$ cat src/hw/bcs_pkg.sv
// package: constants for the board control and status block
package bcs_pkg;
   localparam logic [6:0] SLAVE_ADDR    = 7'h5C;
   localparam logic [7:0] CMD_CTRL_WR   = 8'hA0;
   localparam logic [7:0] CMD_CTRL_RD   = 8'hA1;
   localparam logic [7:0] STATUS_REG_ZERO_WR  = 8'hB0;
   localparam logic [7:0] STATUS_REG_ZERO_RD  = 8'hB1;
   localparam logic [7:0] WATCHDOG_RAIL_STATUS_CLEAR  = 8'hB2;
   localparam logic [7:0] WATCHDOG_RAIL_STATUS_READ  = 8'hB3;
   localparam logic [7:0] CMD_REV_RD    = 8'hC1;
   localparam logic [7:0] CTRL_RESET    = 8'h00;
   localparam int B_GREEN   = 7;
   localparam int B_HDIS    = 6;
   localparam int B_HRST    = 5;
   localparam int B_WSEL_A  = 4;
   localparam int B_WSEL_B  = 3;
   localparam int B_KICK    = 2;
   localparam int B_RED     = 1;
   localparam int B_SWRST   = 0;
   localparam int S0_1V8    = 7;
   localparam int S0_1V35   = 4;
   localparam int S1_ARMED  = 7;
   localparam int S1_WDRST  = 6;
   localparam int S1_HALF   = 5;
   localparam int S1_12V    = 4;
   localparam int S1_5V     = 3;
   localparam int S1_3V3    = 0;
   localparam int WD_T0_S   = 2;
   localparam int WD_T1_S   = 10;
   localparam int WD_T2_S   = 50;
   localparam int WD_T3_S   = 250;
   localparam int CLK_HZ    = 100_000_000;
   localparam int TICK_HZ   = 1000;
   localparam int TICK_CYC  = CLK_HZ / TICK_HZ;
   localparam logic [7:0] REV_DEFAULT = 8'h01;
endpackage : bcs_pkg

$ cat src/hw/bcs_sync.sv
// three-stage synchroniser with agreement filter
`timescale 1ns/1ns
`default_nettype none
module bcs_sync #(
   // reset level, the idle level of the pin
   parameter logic RST_VAL = 1'b1
) (
   // clock, reset and enable
   input  wire logic clk,
   input  wire logic rst_n,
   input  wire logic ce,
   // async pin in, filtered level out
   input  wire logic din,
   output var  logic dout
);
   logic s1_q;
   logic s2_q;
   logic s3_q;
   always_ff @(posedge clk or negedge rst_n) begin
      if (!rst_n) begin
         s1_q <= RST_VAL;
         s2_q <= RST_VAL;
         s3_q <= RST_VAL;
         dout <= RST_VAL;
      end else if (ce) begin
         s1_q <= din;
         s2_q <= s1_q;
         s3_q <= s2_q;
         if (s2_q == s3_q) dout <= s3_q;
      end
   end
endmodule : bcs_sync
`default_nettype wire

$ cat src/hw/bcs_top.sv
// smbus slave with board control, status and watchdog
`timescale 1ns/1ns
`default_nettype none
module bcs_top #(
   parameter logic [7:0] REVISION  = bcs_pkg::REV_DEFAULT, // arbitrary value
   parameter int         TICK_CYCLES = bcs_pkg::TICK_CYC
) (
   // clock, reset, enable
   input  wire logic clk,
   input  wire logic rst_n,
   input  wire logic ce,
   // smbus pins
   input  wire logic smb_clk_in,
   input  wire logic smb_dat_in,
   output var  logic smb_dat_out,
   output var  logic smb_dat_oe,
   // rail monitors and switch, active high
   input  wire logic rail_1v8_fail,
   input  wire logic rail_1v35_fail,
   input  wire logic rail_5v_fail,
   input  wire logic rail_3v3_fail,
   input  wire logic rail_12v_absent,
   input  wire logic handle_switch,
   // board controls
   output var  logic green_led_on,
   output var  logic red_led_blink,
   output var  logic sys_reset_req,
   output var  logic power_event_req
);
   import bcs_pkg::*;

   typedef enum logic [5:0] {
      ST_IDLE = 6'b000001,
      ST_ADDR = 6'b000010,
      ST_CMD  = 6'b000100,
      ST_WDAT = 6'b001000,
      ST_RDAT = 6'b010000,
      ST_SKIP = 6'b100000
   } bcs_state_e;

   // synchronised inputs
   logic [10:0] pin_raw;
   logic [10:0] pin_s;
   assign pin_raw = {handle_switch, rail_12v_absent, rail_3v3_fail, rail_5v_fail,
                     rail_1v35_fail, rail_1v8_fail, 3'b000, smb_dat_in, smb_clk_in};
   genvar gi;
   generate
      for (gi = 0; gi < 11; gi++) begin : g_sync
         if (gi < 2 || gi > 4) begin : g_on
            localparam logic IDLE_V = gi < 2 ? 1'b1 : 1'b0;
            bcs_sync #(.RST_VAL(IDLE_V)) u_sync (
               .clk   (clk),
               .rst_n (rst_n),
               .ce    (ce),
               .din   (pin_raw[gi]),
               .dout  (pin_s[gi])
            );
         end else begin : g_off
            assign pin_s[gi] = 1'b0;
         end
      end
   endgenerate

   logic scl;
   logic sda;
   logic scl_q;
   logic sda_q;
   assign scl = pin_s[0];
   assign sda = pin_s[1];

   wire scl_rise = scl & ~scl_q;
   wire scl_fall = ~scl & scl_q;
   wire start_c  = scl & scl_q & sda_q & ~sda;
   wire stop_c   = scl & scl_q & ~sda_q & sda;

   // smbus engine state
   bcs_state_e st_q;
   logic [7:0] sh_q;
   logic [3:0] bit_q;
   logic [7:0] cmd_q;
   logic       ack_q;
   logic       ackph_q;
   logic       rdir_q;
   logic       have_cmd_q;
   logic [7:0] tx_q;

   // registers
   logic [7:0] ctrl_q;
   logic [7:0] stat0_q;
   logic [7:0] stat1_q;
   logic       armed_q;
   logic       half_q;
   logic [31:0] tick_q;
   logic [31:0] ms_q;
   logic       sysrst_q;
   logic       hs_q;

   // byte boundaries
   wire byte_done = scl_rise && bit_q == 4'd7 && !ackph_q;
   wire [7:0] byte_in = {sh_q[6:0], sda};
   wire addr_hit  = byte_in[7:1] == SLAVE_ADDR;
   wire wr_fire   = byte_done && st_q == ST_WDAT;
   wire wr_ctrl   = wr_fire && cmd_q == CMD_CTRL_WR;
   wire wr_s0     = wr_fire && cmd_q == STATUS_REG_ZERO_WR;
   wire wr_s1     = wr_fire && cmd_q == WATCHDOG_RAIL_STATUS_CLEAR;

   // read mux
   wire [7:0] s1_view = {armed_q, stat1_q[6], half_q, pin_s[9],
                         stat1_q[3], 2'b00, stat1_q[0]};
   wire [7:0] rd_val  = cmd_q == CMD_CTRL_RD  ? ctrl_q :
                        cmd_q == STATUS_REG_ZERO_RD ? (stat0_q & 8'h90) :
                        cmd_q == WATCHDOG_RAIL_STATUS_READ ? s1_view :
                        cmd_q == CMD_REV_RD   ? REVISION : 8'h00;

   always_ff @(posedge clk or negedge rst_n) begin
      if (!rst_n) begin
         scl_q <= 1'b1;
         sda_q <= 1'b1;
      end else if (ce) begin
         scl_q <= scl;
         sda_q <= sda;
      end
   end

   // protocol engine
   always_ff @(posedge clk or negedge rst_n) begin
      if (!rst_n) begin
         st_q        <= ST_IDLE;
         sh_q        <= 8'h00;
         bit_q       <= 4'd0;
         cmd_q       <= 8'h00;
         ack_q       <= 1'b0;
         ackph_q     <= 1'b0;
         rdir_q      <= 1'b0;
         have_cmd_q  <= 1'b0;
         tx_q        <= 8'h00;
         smb_dat_out <= 1'b0;
         smb_dat_oe  <= 1'b0;
      end else if (ce) begin
         smb_dat_out <= 1'b0;
         if (start_c) begin
            st_q       <= ST_ADDR;
            bit_q      <= 4'd0;
            ackph_q    <= 1'b0;
            smb_dat_oe <= 1'b0;
         end else if (stop_c) begin
            st_q       <= ST_IDLE;
            have_cmd_q <= 1'b0;
            smb_dat_oe <= 1'b0;
         end else if (st_q != ST_IDLE && st_q != ST_SKIP) begin
            if (scl_rise && !ackph_q) begin
               sh_q  <= byte_in;
               bit_q <= bit_q + 4'd1;
               if (bit_q == 4'd7) begin
                  ackph_q <= 1'b1;
                  bit_q   <= 4'd0;
                  ack_q   <= 1'b0;
                  unique case (st_q)
                     ST_ADDR: begin
                        ack_q  <= addr_hit;
                        rdir_q <= byte_in[0];
                     end
                     ST_CMD: begin
                        ack_q      <= 1'b1;
                        cmd_q      <= byte_in;
                        have_cmd_q <= 1'b1;
                     end
                     ST_WDAT: ack_q <= 1'b1;
                     ST_RDAT: ack_q <= 1'b0;
                     default: ack_q <= 1'b0;
                  endcase
               end
            end else if (scl_rise && ackph_q && st_q == ST_RDAT) begin
               if (sda) st_q <= ST_SKIP;
            end
            if (scl_fall) begin
               if (ackph_q && bit_q == 4'd0 && ack_q) begin
                  smb_dat_oe <= 1'b1;
                  ack_q      <= 1'b0;
               end else if (ackph_q) begin
                  ackph_q    <= 1'b0;
                  smb_dat_oe <= 1'b0;
                  unique case (st_q)
                     ST_ADDR: begin
                        if (!ack_q && smb_dat_oe) begin
                           if (rdir_q && have_cmd_q) begin
                              st_q       <= ST_RDAT;
                              tx_q       <= rd_val;
                              smb_dat_oe <= ~rd_val[7];
                           end else if (rdir_q) st_q <= ST_SKIP;
                           else st_q <= ST_CMD;
                        end else st_q <= ST_SKIP;
                     end
                     ST_CMD:  st_q <= ST_WDAT;
                     ST_WDAT: st_q <= ST_SKIP;
                     ST_RDAT: st_q <= ST_SKIP;
                     default: st_q <= ST_SKIP;
                  endcase
               end else if (st_q == ST_RDAT) begin
                  tx_q       <= {tx_q[6:0], 1'b1};
                  smb_dat_oe <= bit_q != 4'd0 && !tx_q[6];
                  if (bit_q == 4'd0) smb_dat_oe <= 1'b0;
               end
            end
         end
      end
   end

   // control register
   always_ff @(posedge clk or negedge rst_n) begin
      if (!rst_n) begin
         ctrl_q <= CTRL_RESET;
      end else if (ce) begin
         if (sysrst_q) ctrl_q <= CTRL_RESET;
         else if (wr_ctrl) ctrl_q <= sh_q[6:0] == 7'h00 ? {7'h00, sda} : byte_in;
      end
   end

   // watchdog
   wire kick = wr_ctrl && byte_in[B_KICK] != ctrl_q[B_KICK];
   wire [1:0] wsel = {ctrl_q[B_WSEL_B], ctrl_q[B_WSEL_A]};
   wire [31:0] lim_ms = wsel == 2'b00 ? WD_T0_S * 1000 :
                        wsel == 2'b01 ? WD_T1_S * 1000 :
                        wsel == 2'b10 ? WD_T2_S * 1000 : WD_T3_S * 1000;
   wire tick    = tick_q == TICK_CYCLES - 1;
   wire expire  = armed_q && !kick && tick && ms_q + 32'd1 >= lim_ms;
   wire hs_edge = pin_s[10] && !hs_q && !ctrl_q[B_HDIS];

   always_ff @(posedge clk or negedge rst_n) begin
      if (!rst_n) begin
         tick_q   <= 32'd0;
         ms_q     <= 32'd0;
         armed_q  <= 1'b0;
         half_q   <= 1'b0;
         sysrst_q <= 1'b0;
         hs_q     <= 1'b0;
      end else if (ce) begin
         hs_q     <= pin_s[10];
         sysrst_q <= (wr_ctrl && byte_in[B_SWRST]) || expire ||
                     (hs_edge && ctrl_q[B_HRST]);
         tick_q   <= tick ? 32'd0 : tick_q + 32'd1;
         if (sysrst_q) begin
            armed_q <= 1'b0;
            half_q  <= 1'b0;
            ms_q    <= 32'd0;
         end else if (kick) begin
            armed_q <= 1'b1;
            half_q  <= 1'b0;
            ms_q    <= 32'd0;
            tick_q  <= 32'd0;
         end else if (armed_q && tick) begin
            ms_q <= ms_q + 32'd1;
            if (ms_q + 32'd1 >= (lim_ms >> 1)) half_q <= 1'b1;
         end
      end
   end

   // sticky status, set beats clear, survives system reset
   always_ff @(posedge clk or negedge rst_n) begin
      if (!rst_n) begin
         stat0_q <= 8'h00;
         stat1_q <= 8'h00;
      end else if (ce) begin
         stat0_q[S0_1V8]  <= pin_s[5] | (stat0_q[S0_1V8] & ~wr_s0);
         stat0_q[S0_1V35] <= pin_s[6] | (stat0_q[S0_1V35] & ~wr_s0);
         stat1_q[S1_WDRST] <= expire | (stat1_q[S1_WDRST] & ~wr_s1);
         stat1_q[S1_5V]   <= pin_s[7] | (stat1_q[S1_5V] & ~wr_s1);
         stat1_q[S1_3V3]  <= pin_s[8] | (stat1_q[S1_3V3] & ~wr_s1);
      end
   end

   // outputs
   always_ff @(posedge clk or negedge rst_n) begin
      if (!rst_n) begin
         green_led_on    <= 1'b0;
         red_led_blink   <= 1'b0;
         sys_reset_req   <= 1'b0;
         power_event_req <= 1'b0;
      end else if (ce) begin
         green_led_on    <= ctrl_q[B_GREEN];
         red_led_blink   <= ctrl_q[B_RED];
         sys_reset_req   <= sysrst_q;
         power_event_req <= hs_edge && !ctrl_q[B_HRST];
      end
   end

   // checks
   AST_CTRL_RESET: assert property (@(posedge clk) disable iff (!rst_n)
      ce && sysrst_q |=> ctrl_q == CTRL_RESET) else $error("ctrl not cleared");
   AST_GREEN: assert property (@(posedge clk) disable iff (!rst_n)
      ce |=> green_led_on == $past(ctrl_q[B_GREEN])) else $error("green led mismatch");
   AST_RED: assert property (@(posedge clk) disable iff (!rst_n)
      ce |=> red_led_blink == $past(ctrl_q[B_RED])) else $error("red led mismatch");
   AST_KICK_ARMS: assert property (@(posedge clk) disable iff (!rst_n)
      ce && kick && !sysrst_q |=> armed_q && !half_q && ms_q == 0) else $error("kick failed");
   AST_IDLE_NO_EXPIRE: assert property (@(posedge clk) disable iff (!rst_n)
      ce && !armed_q && !kick |=> !armed_q) else $error("watchdog armed without kick");
   AST_EXPIRE_RST: assert property (@(posedge clk) disable iff (!rst_n)
      ce && expire ##1 ce |=> sys_reset_req && stat1_q[S1_WDRST]) else $error("expiry no reset");
   AST_SYSRST_DISARM: assert property (@(posedge clk) disable iff (!rst_n)
      ce && sysrst_q |=> !armed_q && !half_q) else $error("armed after reset");
   AST_RSVD0: assert property (@(posedge clk) disable iff (!rst_n)
      ce |=> (stat0_q & 8'h6F) == 8'h00 && s1_view[2:1] == 2'b00) else $error("reserved bits set");
   AST_HDIS: assert property (@(posedge clk) disable iff (!rst_n)
      ce && ctrl_q[B_HDIS] |=> !power_event_req) else $error("disabled switch acted");
   AST_HRST_NO_EVENT: assert property (@(posedge clk) disable iff (!rst_n)
      ce && ctrl_q[B_HRST] |=> !power_event_req) else $error("reset route gave power event");
   AST_STICKY_1V8: assert property (@(posedge clk) disable iff (!rst_n)
      ce && stat0_q[S0_1V8] && !wr_s0 |=> stat0_q[S0_1V8]) else $error("status 0 flag lost");
   AST_STICKY_WD: assert property (@(posedge clk) disable iff (!rst_n)
      ce && stat1_q[S1_WDRST] && !wr_s1 |=> stat1_q[S1_WDRST]) else $error("status 1 flag lost");
   AST_HALF_IDLE: assert property (@(posedge clk) disable iff (!rst_n)
      ce && !armed_q |=> !half_q) else $error("half flag without armed watchdog");
   COV_KICK: cover property (@(posedge clk) kick);
   COV_EXPIRE: cover property (@(posedge clk) expire);
   COV_READ: cover property (@(posedge clk) st_q == ST_RDAT);
   COV_POWER_EVENT: cover property (@(posedge clk) power_event_req);
   COV_SW_RESET: cover property (@(posedge clk) wr_ctrl && byte_in[B_SWRST]);
endmodule : bcs_top
`default_nettype wire

$ cat config.mk
export PLATFORM = sky130hd
export DESIGN_NAME = bcs_top
export DESIGN_NICKNAME = d
export VERILOG_FILES = /design/src/hw/bcs_pkg.sv /design/src/hw/bcs_sync.sv /design/src/hw/bcs_top.sv
export SDC_FILE = /design/constraint.sdc
export NUM_CORES = 1
export LEC_CHECK = 0
export BUFFER_PORTS_ARGS = -buffer_cell sky130_fd_sc_hd__buf_2
export CORE_MARGIN = 3
export CORE_UTILIZATION = 65
export CTS_BUF_LIST = sky130_fd_sc_hd__clkbuf_4 sky130_fd_sc_hd__clkbuf_8
export DETAILED_ROUTE_END_ITERATION = 10
export PLACE_DENSITY = 0.83
export SYNTH_ARGS = -nofsm -noshare
export SYNTH_HDL_FRONTEND = slang
export SYNTH_SLANG_ARGS = --single-unit
$ cat constraint.sdc
create_clock -name clk -period 3.8 [get_ports clk]
set_input_delay 0.57 -clock clk [delete_from_list [all_inputs] [get_ports clk]]
set_output_delay 0.57 -clock clk [all_outputs]
set_load 0.02 [all_outputs]
==> flow_summary.ini, run 1 <==
[clock_tree]
clk_path_buf_depth = 2
hold_buffers = 0
insertion_delay_ns = 0.47
cts_sinks = 156
clk_pin_slew_ns = 0.09
htree_levels = 4
root_buffer = clkbuf_8
cts_tree = yes
cts_made_buffers = 17

[floorplan]
rows = 41
die_width_um = 121.8
die_area_um2 = 14820
die_h_um = 121.8
num_io_pins = 17
initial_core_util_pct = 67.64
coreArea_um2 = 12880

[sta]
slew_viol_final = 0
fin_crit_ns = 3.583
setup_violations = 0
hold_viol = 0
worstMarginPinSlew_ns = 1.145
setup_tns_ns = 0
fin_skew_ns = 0.008155
fmaxAchievable_mhz = 279.1
relSlewSlack_pct = 23.68
rsz0062_at_grt = false
fin_crit_sh_pct = 94.30

[critical_path]
cp_cell_sequence = ha_2 > nand4_1 > or2_2 > or3_4 > nor2_1 > xor2_1 > ha_1 > a211oi_1 > o211ai_1 > a2111oi_2 > a311oi_1 > o21a_1 > nor3_2 > o21ai_1
arrival_ns = 3.94
required_ns = 4.15
critPathKind = reg -> reg
worstPathMaxFanout = 6
max_stage_delay_ns = 0.41
critPathSlowestCell = dfrtp_1
end_kind = flip-flop
critPathLaunchType = flip-flop

[yosys]
synth.avg_cell_area_um2 = 9.592
netlist_area_um2 = 8710
ys_seq_area_share_pct = 44.98
async_flop_share_pct = 100.0
synthDistinctLibCells = 76
ys_ff_latch = 156
syn_nets = 946
yosysWarnings = 0
synth_cells = 908
dominantRegCellSynth = dfrtp_1
synth-edff-count = 0

[layout]
post-route-util_pct = 72.75
num-fill-cells = 928
nNetsFinal = 953
area_delta_synth_final_pct = 7.556
diodes = 0
drive_above_1_share_pct = 15.73

[drt]
wirelength_mm = 19.72
wl_per_cell_um = 17.92
first_iter_violations = 677
drcViolationCount = 0
drtPass1Iterations = 5
antenna_left = 0
viasPerCell = 6.425
vias = 7067

[global_route]
grt_pass1_vias = 6821
grt.overflow.total = 0
grt_pass1_wl_mm = 33.34
antenna_found_initial = 0
grt_start_max_net_pins = 92
grt_use_total_pct = 28.17

[power_and_ir_drop]
p_per_area_nw_per_um2 = 446.1
power.leakage_uw = 0.004231
irDropWorstVdd_mv = 0.4628

[place]
globalplace.congestion = 0.9559
port_buffers = 15
dp_hpwl_mm = 13.85

[flow_run]
drv_cap = 0

[hold_path]
hold_path.class = in -> async

[status]
status = finished clean
[sequential cells by signal, summed over array words and instances (netlist names), 2 cells and up]
name,cells
g_sync.g_on.u_sync.s2_q,8
tx_q,7
stat0_q,2
st_q,6
cmd_q,8
ctrl_q,8
bit_q,4
g_sync.g_on.u_sync.dout,8
g_sync.g_on.u_sync.s1_q,8
sh_q,7
tick_q,32
ms_q,32
s1_view,3
g_sync.g_on.u_sync.s3_q,8
[cells in the final DEF, fill, tap and decap left out, drive strengths merged, types with 10 or more instances in the layout]
master and count:
a21oi 30, a22o 15, a31oi 12, and3 12
buf 29, clkbuf 17, dfrtp 145, dfstp 11
ha 27, inv 39, mux2 38, nand2 99
nand3 30, nand4 24, nor2 75, nor2b 10
nor3 26, nor4 16, o21ai 88, o31ai 17
or2 10, xnor2 20, xor2 31
[through the flow]
step	total power (uW)	cell area, um2	worst slack, ns	hold slack, ns	cells
floorplan	2557	8710	0.4168	0.2744	908
global placement	2769	8901	0.2666	0.4701	1066
detailed placement	2814	8901	0.1351	0.4773	1066
CTS	4189	9339	0.1304	0.1863	1098
global route	4392	9368	0.03193	0.1931	1100
finish	4179	9368	0.2167	0.1335	1100
[routing by layer]
metal / wire length (um) / GRT usage (%)
met3: 1565 / 6.314
met5: 0 / 0
met4: 258 / 8.754
met1: 8752 / 40.52
met2: 9140 / 43.06
[what timing repair did]
action,in CTS,in global routing
resized for setup,0,4
endpoints found under the hold margin,0,0
buffers inserted,0,2
endpoints found under the setup margin,0,2
[critical path, delay by kind of cell (launching register included)]
| family | cells | cell delay, ns |
|---|---|---|
| fa+ha+maj | 2 | 0.49 |
| flops | 1 | 0.41 |
| simple gates | 5 | 1.25 |
| xor+xnor | 1 | 0.10 |
| compound gates | 6 | 1.20 |
[where the power goes]
| group | switching [uW] | internal (uW) | leakage (uW) |
|---|---|---|---|
| Sequential | 224 | 1870 | 0.00202 |
| Combinational | 430 | 274 | 0.00199 |
| Clock | 700 | 678 | 0.000225 |
| Total | 1350 | 2820 | 0.00423 |
[Yosys cell counts (23+ instances only)]
library cell,n,share of area (%)
dfrtp_1,145,42
nand2_1,99,4.3
o21ai_0,78,4.5
nor2_1,75,3.2
mux2_2,38,4.9
xor2_1,31,3.1
a21oi_1,30,1.7
inv_1,30,1.3
nand3_1,30,1.7
ha_1,27,3.9
clkbuf_1,24,1.0
nand4_1,23,1.7
[cells by family (layout without fill, tap and decap cells)]
logic type / after synthesis / in the layout / synth area share [%]
compound gates: 205 / 205 / 14.75
mux: 44 / 44 / 5.603
xor+xnor: 51 / 51 / 5.129
buf+inv: 71 / 91 / 3.678
fa+ha+maj: 27 / 27 / 3.879
other cells: 1 / 1 / 0.04306
simple gates: 353 / 353 / 21.94
flops: 156 / 156 / 44.98
[final timing paths]
kind	from	to	depth (start not counted)	slack, ns
setup / recovery	ms_q[0]$_DFFE_PN0P_	sysrst_q$_DFFE_PN0P_	14	0.22
hold / removal	rst_n	half_q$_DFFE_PN0P_	1	0.13
setup reg to reg	ms_q[0]$_DFFE_PN0P_	sysrst_q$_DFFE_PN0P_	14	0.22
hold reg to reg	g_sync[0].g_on.u_sync.s3_q$_DFFE_PN1P_	g_sync[0].g_on.u_sync.s3_q$_DFFE_PN1P_	2	0.49
max in group asynchronous	rst_n	g_sync[8].g_on.u_sync.s3_q$_DFFE_PN0P_	2	2.85
min in group clk	rail_3v3_fail	g_sync[8].g_on.u_sync.s1_q$_DFFE_PN0P_	2	0.32
[layout make-up]
| cell class | count | area, um2 | share of cell area, % |
|---|---|---|---|
| well taps | 172 | 215.2 | 2.297 |
| repair buffers | 29 | 198.9 | 2.124 |
| clock inverters | 15 | 203.9 | 2.177 |
| inverters | 30 | 112.6 | 1.202 |
| clock buffers | 17 | 234.0 | 2.498 |
| flip-flops and latches | 156 | 3918 | 41.82 |
| multi-input cells | 681 | 4486 | 47.88 |
(Power assumes the default switching activity.)
==> run 2, diff against run 1 <==
--- a/config.mk
+++ b/config.mk
@@ -7,10 +7,10 @@
 export LEC_CHECK = 0
 export BUFFER_PORTS_ARGS = -buffer_cell sky130_fd_sc_hd__buf_2
 export CORE_MARGIN = 3
-export CORE_UTILIZATION = 65
+export CORE_UTILIZATION = 67
 export CTS_BUF_LIST = sky130_fd_sc_hd__clkbuf_4 sky130_fd_sc_hd__clkbuf_8
 export DETAILED_ROUTE_END_ITERATION = 10
-export PLACE_DENSITY = 0.83
+export PLACE_DENSITY = 0.85
 export SYNTH_ARGS = -nofsm -noshare
 export SYNTH_HDL_FRONTEND = slang
 export SYNTH_SLANG_ARGS = --single-unit
==> constraint.sdc (replaced) <==
create_clock -name clk -period 4.5 [get_ports clk]
set_input_delay 0.675 -clock clk [delete_from_list [all_inputs] [get_ports clk]]
set_output_delay 0.675 -clock clk [all_outputs]
set_load 0.02 [all_outputs]
==> run 2 against run 1 <==
Utilization grew 0.11 points. Non-clock buffer count shrank 9. Largest cell class unchanged. Register-to-register slack gained 0.43 ns. First-iteration DRC count shrank 24%.
==> flow_summary.ini, run 2 (synthesis gave the netlist of run 1 again) <==
[status]
status = finished clean

[critical_path]
critPathKind = reg -> reg
critPathLaunchType = flip-flop
arrival_ns = 4.21
r2r_slack_ns = 0.64
r2r_start = ms_q[0]$_DFFE_PN0P_
end_kind = flip-flop
r2r-end = sysrst_q$_DFFE_PN0P_
required_ns = 4.85
rr_worst_depth = 14
worstPathMaxFanout = 6

[clock_tree]
insertion_delay_ns = 0.47
cts_setup_buffers = 0
cts_sinks = 156
hold_buffers = 0
cts_tree = yes
htree_levels = 4
clk_pin_slew_ns = 0.09
root_buffer = clkbuf_8
ctsResizeCount = 0
cts_made_buffers = 17
clk_path_buf_depth = 2

[power_and_ir_drop]
power_frac_clock_pct = 31.4
switching_share_pct = 32.04
irDropWorstVdd_mv = 0.3512
power.leakage_uw = 0.004155
seqPwrFrac_pct = 52.6
p_switching_uw = 1094
p_per_area_nw_per_um2 = 370.0
combinationalPowerShare_pct = 16.0
p_int_uw = 2321

[place]
port_buffers = 15
dp_hpwl_mm = 13.80
globalplace.congestion = 0.9334
dp.cells = 1059

[layout]
top_regs = ms_q x32, tick_q x32
area_delta_synth_final_pct = 6.005
final_cell_mix = 145 x dfrtp_1, 99 x nand2_1, 78 x o21ai_0, 75 x nor2_1, 38 x mux2_2
diodes = 0
stdcell_count = 1091
post-route-util_pct = 72.86
final_common_cell = dfrtp_1
nNetsFinal = 944
drive_above_1_share_pct = 14.58

[floorplan]
rows = 41
die_h_um = 120.0
coreArea_um2 = 12670
die_area_um2 = 14400
die_width_um = 120.0
initial_core_util_pct = 68.74
num_io_pins = 17

[drt]
drtPass1Iterations = 6
wirelength_mm = 19.82
wl_per_cell_um = 18.16
antenna_left = 0
drcViolationCount = 0
vias = 7143
viasPerCell = 6.547
first_iter_violations = 516

[global_route]
grt_use_total_pct = 28.99
grt_start_max_net_pins = 112
grtUsageMet1_pct = 38.17
grt_pass1_wl_mm = 33.73
grtUsageMet3_pct = 5.372
grt_pass1_vias = 6898
grtUsageMet2_pct = 47.10
antenna_found_initial = 0
grt.busiest_layer = met2
grt.overflow.total = 0

[sta]
hold_ws_ns = 0.2970
hold_viol = 0
setup_violations = 0
rsz0062_at_grt = false
relSlewSlack_pct = 29.07
fin_skew_ns = 0.01852
setup_tns_ns = 0
slew_viol_final = 0
fin_crit_ns = 3.856
worstMarginPinSlew_ns = 1.064
fin_crit_sh_pct = 85.68
fmaxAchievable_mhz = 259.4

[hold_path]
hold_path.class = in -> async

[flow_run]
drv_cap = 0
==> run 2: changes by cell type in the layout (fill, tap and decap cells not counted), moves of 2 or more <==
| cell | change |
|---|---|
| buf_4 | -8 |
| clkbuf_4 | +3 |
| clkinvlp_4 | +2 |
| inv_6 | -2 |
| inv_8 | -2 |
==> run 2: worst max-delay path by stage <==
stage,slack (ns),cells past startpoint,to,startpoint
after global routing,0.40,14,sysrst_q$_DFFE_PN0P_,ms_q[1]$_DFFE_PN0P_
after floorplan,1.12,14,sysrst_q$_DFFE_PN0P_,ms_q[0]$_DFFE_PN0P_
after CTS,0.66,14,sysrst_q$_DFFE_PN0P_,ms_q[0]$_DFFE_PN0P_
after detailed placement,0.67,14,sysrst_q$_DFFE_PN0P_,ms_q[0]$_DFFE_PN0P_
after global placement,0.83,14,sysrst_q$_DFFE_PN0P_,ms_q[0]$_DFFE_PN0P_
final,0.64,14,sysrst_q$_DFFE_PN0P_,ms_q[0]$_DFFE_PN0P_
==> run 2: per-stage QoR <==
stage               total power [uW]  area [um2]  worst slack [ns]
floorplan                       2159        8710             1.117
global placement                2326        8836            0.8322
detailed placement              2363        8836            0.6720
CTS                             3428        9233            0.6643
global route                    3599        9233            0.3983
finish                          3416        9233            0.6444
==> run 2: layout make-up <==
cell class	count	area, um2
timing repair buffer	20	118.9
sequential	156	3918
tap	172	215.2
clock inverter	12	140.1
multi-input combinational	681	4472
fill	924	3438
inverter	30	112.6
clock buffer	20	256.5
==> run 2: power by group through the flow <==
stage	clock [uW]	combinational [uW]	sequential (uW)
2_1_floorplan	0	426	1730
3_3_place_gp	0	524	1800
3_5_place_dp	0	544	1820
4_1_cts	1090	549	1790
5_1_grt	1150	617	1830
6_report	1070	547	1800
==> run 2: worst max-delay path, cell delays in order, from the launching register on <==
cell,delay (ns)
dfrtp_1,0.43
ha_1,0.28
nand4_1,0.26
or2_2,0.41
or3_1,0.42
nor2_1,0.16
xor2_1,0.10
ha_1,0.25
a211oi_1,0.24
o211ai_1,0.14
a2111oi_0,0.42
a311oi_1,0.16
o21a_1,0.15
nor3_2,0.22
o21ai_1,0.10
==> run 2: per-layer routing <==
layer,up-vias,routed length (um)
li1,3276,-
met4,0,554
met2,276,9837
met1,3539,8378
met5,-,0
met3,52,1046
==> run 3, diff against run 2 <==
--- a/config.mk
+++ b/config.mk
@@ -7,10 +7,10 @@
 export LEC_CHECK = 0
 export BUFFER_PORTS_ARGS = -buffer_cell sky130_fd_sc_hd__buf_2
 export CORE_MARGIN = 3
-export CORE_UTILIZATION = 67
+export CORE_UTILIZATION = 65
 export CTS_BUF_LIST = sky130_fd_sc_hd__clkbuf_4 sky130_fd_sc_hd__clkbuf_8
 export DETAILED_ROUTE_END_ITERATION = 10
-export PLACE_DENSITY = 0.85
+export PLACE_DENSITY = 0.83
 export SYNTH_ARGS = -nofsm -noshare
 export SYNTH_HDL_FRONTEND = slang
 export SYNTH_SLANG_ARGS = --single-unit
==> constraint.sdc (replaced) <==
create_clock -name clk -period 4.4 [get_ports clk]
set_input_delay 0.66 -clock clk [delete_from_list [all_inputs] [get_ports clk]]
set_output_delay 0.66 -clock clk [all_outputs]
set_load 0.02 [all_outputs]
==> run 3 against run 2 <==
Fmax is 1.3% lower. First-iteration DRC count is 30% higher. Sequential share of layout area is 0.19 points lower. Non-clock buffer count stayed put. Total power is 5.4% higher. Utilization is 0.84 points lower. Final area is 0.45% higher. Combinational power is 4.8% higher. Critical endpoint unchanged. Sequential power is 2% higher. Final cell count stayed put.
==> flow_summary.ini, run 3 (synthesis gave the netlist of run 1 again) <==
[place]
place_ws_ns = 0.5521
globalplace.congestion = 0.9081
port_buffers = 15
dp_hpwl_mm = 13.58
dp.cells = 1059

[critical_path]
required_ns = 4.74
path_buf_inv = 0
end_kind = flip-flop
max_stage_delay_ns = 0.44
arrival_ns = 4.25
crit_family = simple AND/OR/NAND/NOR gates
cp_cell_sequence = ha_1 > nand4_1 > or2_2 > or3_1 > nor2_1 > xor2_1 > ha_1 > a211oi_1 > o211ai_1 > a2111oi_0 > a311oi_1 > o21a_1 > nor3_2 > o21ai_1
critPathKind = reg -> reg
worstPathMaxFanout = 6
critPathLaunchType = flip-flop
cpMostUsedCell = ha_1
critPathSlowestCell = dfrtp_1

[drt]
viasPerCell = 6.387
wl_per_cell_um = 17.96
wirelength_mm = 19.59
first_iter_violations = 670
drcViolationCount = 0
drtPass1Iterations = 8
antenna_left = 0
vias = 6968

[sta]
fin_crit_sh_pct = 88.74
setup_tns_ns = 0
rsz0062_at_grt = false
fin_crit_ns = 3.905
hold_viol = 0
fin_ws_ns = 0.4953
fin_skew_ns = 0.01916
relSlewSlack_pct = 25.55
fmaxAchievable_mhz = 256.1
worstMarginPinSlew_ns = 1.117
slew_viol_final = 0
setup_violations = 0
hold_ws_ns = 0.2818

[power_and_ir_drop]
switching_share_pct = 32.50
irDropWorstVdd_mv = 0.4881
power.leakage_uw = 0.004176
seqPwrFrac_pct = 51.1
p_int_uw = 2429
power_frac_clock_pct = 33.0
combinationalPowerShare_pct = 15.9
p_switching_uw = 1170
p_per_area_nw_per_um2 = 388.1

[global_route]
grt_use_total_pct = 27.67
antenna_found_initial = 0
grt_start_max_net_pins = 106
grt_pass1_vias = 6728
grt.overflow.total = 0
grt_pass1_wl_mm = 32.81

[hold_path]
hold_path.class = in -> async

[floorplan]
initial_core_util_pct = 67.64
die_width_um = 121.8
rows = 41
num_io_pins = 17
coreArea_um2 = 12880
die_h_um = 121.8
die_area_um2 = 14820

[layout]
area_delta_synth_final_pct = 6.479
nNetsFinal = 944
stdcell_count = 1091
final_common_cell = dfrtp_1
drive_above_1_share_pct = 14.58
diodes = 0
final_cell_mix = 145 x dfrtp_1, 99 x nand2_1, 78 x o21ai_0, 75 x nor2_1, 38 x mux2_2
top_regs = ms_q x32, tick_q x32

[flow_run]
drv_cap = 0

[clock_tree]
clk_pin_slew_ns = 0.10
clk_path_buf_depth = 2
ctsResizeCount = 0
insertion_delay_ns = 0.46
cts_sinks = 156
root_buffer = clkbuf_8
cts_tree = yes
cts_made_buffers = 17
hold_buffers = 0
cts_setup_buffers = 0
htree_levels = 4

[status]
status = finished clean
-- run 3: layout make-up --
cell class | instances | area [um2]
multi-input combinational | 681 | 4472
sequential | 156 | 3918
fill | 967 | 3602
clock buffer | 17 | 234.0
tap | 172 | 215.2
clock inverter | 15 | 203.9
timing repair buffer | 20 | 118.9
inverter | 30 | 112.6
-- run 3: worst paths after layout --
check	start	endpoint	slack, ns	cells past startpoint
max	ms_q[0]$_DFFE_PN0P_	sysrst_q$_DFFE_PN0P_	0.50	14
min	rst_n	ms_q[30]$_DFFE_PN0P_	0.28	1
max reg2reg	ms_q[0]$_DFFE_PN0P_	sysrst_q$_DFFE_PN0P_	0.50	14
min reg2reg	g_sync[1].g_on.u_sync.s3_q$_DFFE_PN1P_	g_sync[1].g_on.u_sync.s3_q$_DFFE_PN1P_	0.48	2
max in group asynchronous	rst_n	tick_q[15]$_DFFE_PN0P_	3.17	2
min in group clk	smb_dat_in	g_sync[1].g_on.u_sync.s1_q$_DFFE_PN1P_	0.43	2
-- run 3: through the flow --
| stage | total power, uW | instance area [um2] | utilization (%) |
|---|---|---|---|
| finish | 3599 | 9274 | 72.02 |
| CTS | 3599 | 9274 | 72.02 |
| floorplan | 2208 | 8710 | - |
| global placement | 2377 | 8836 | 68.62 |
| global route | 3782 | 9274 | 72.02 |
| detailed placement | 2421 | 8836 | 68.62 |
-- run 3: power by group through the flow --
| stage | logic, uW | registers [uW] | clock network, uW |
|---|---|---|---|
| floorplan | 435 | 1770 | 0 |
| global route | 652 | 1870 | 1260 |
| CTS | 569 | 1840 | 1200 |
| global placement | 535 | 1840 | 0 |
| finish | 573 | 1840 | 1190 |
| detailed placement | 561 | 1860 | 0 |
-- run 3: worst register-to-register path: stages, from the launching register on --
cell and delay, ns:
dfrtp_1 0.44, ha_1 0.27, nand4_1 0.26, or2_2 0.41, or3_1 0.42, nor2_1 0.16, xor2_1 0.10, ha_1 0.25
a211oi_1 0.25, o211ai_1 0.18, a2111oi_0 0.41, a311oi_1 0.15, o21a_1 0.16, nor3_2 0.23, o21ai_1 0.11
-- run 3: metal layers --
| layer | global-route usage [%] | vias up | wire length, um |
|---|---|---|---|
| met1 | 40.29 | 3448 | 9067 |
| met3 | 5.757 | 25 | 1142 |
| met4 | 9.314 | 0 | 337 |
| met2 | 41.71 | 214 | 9042 |
| met5 | 0 | - | 0 |
| li1 | - | 3281 | - |
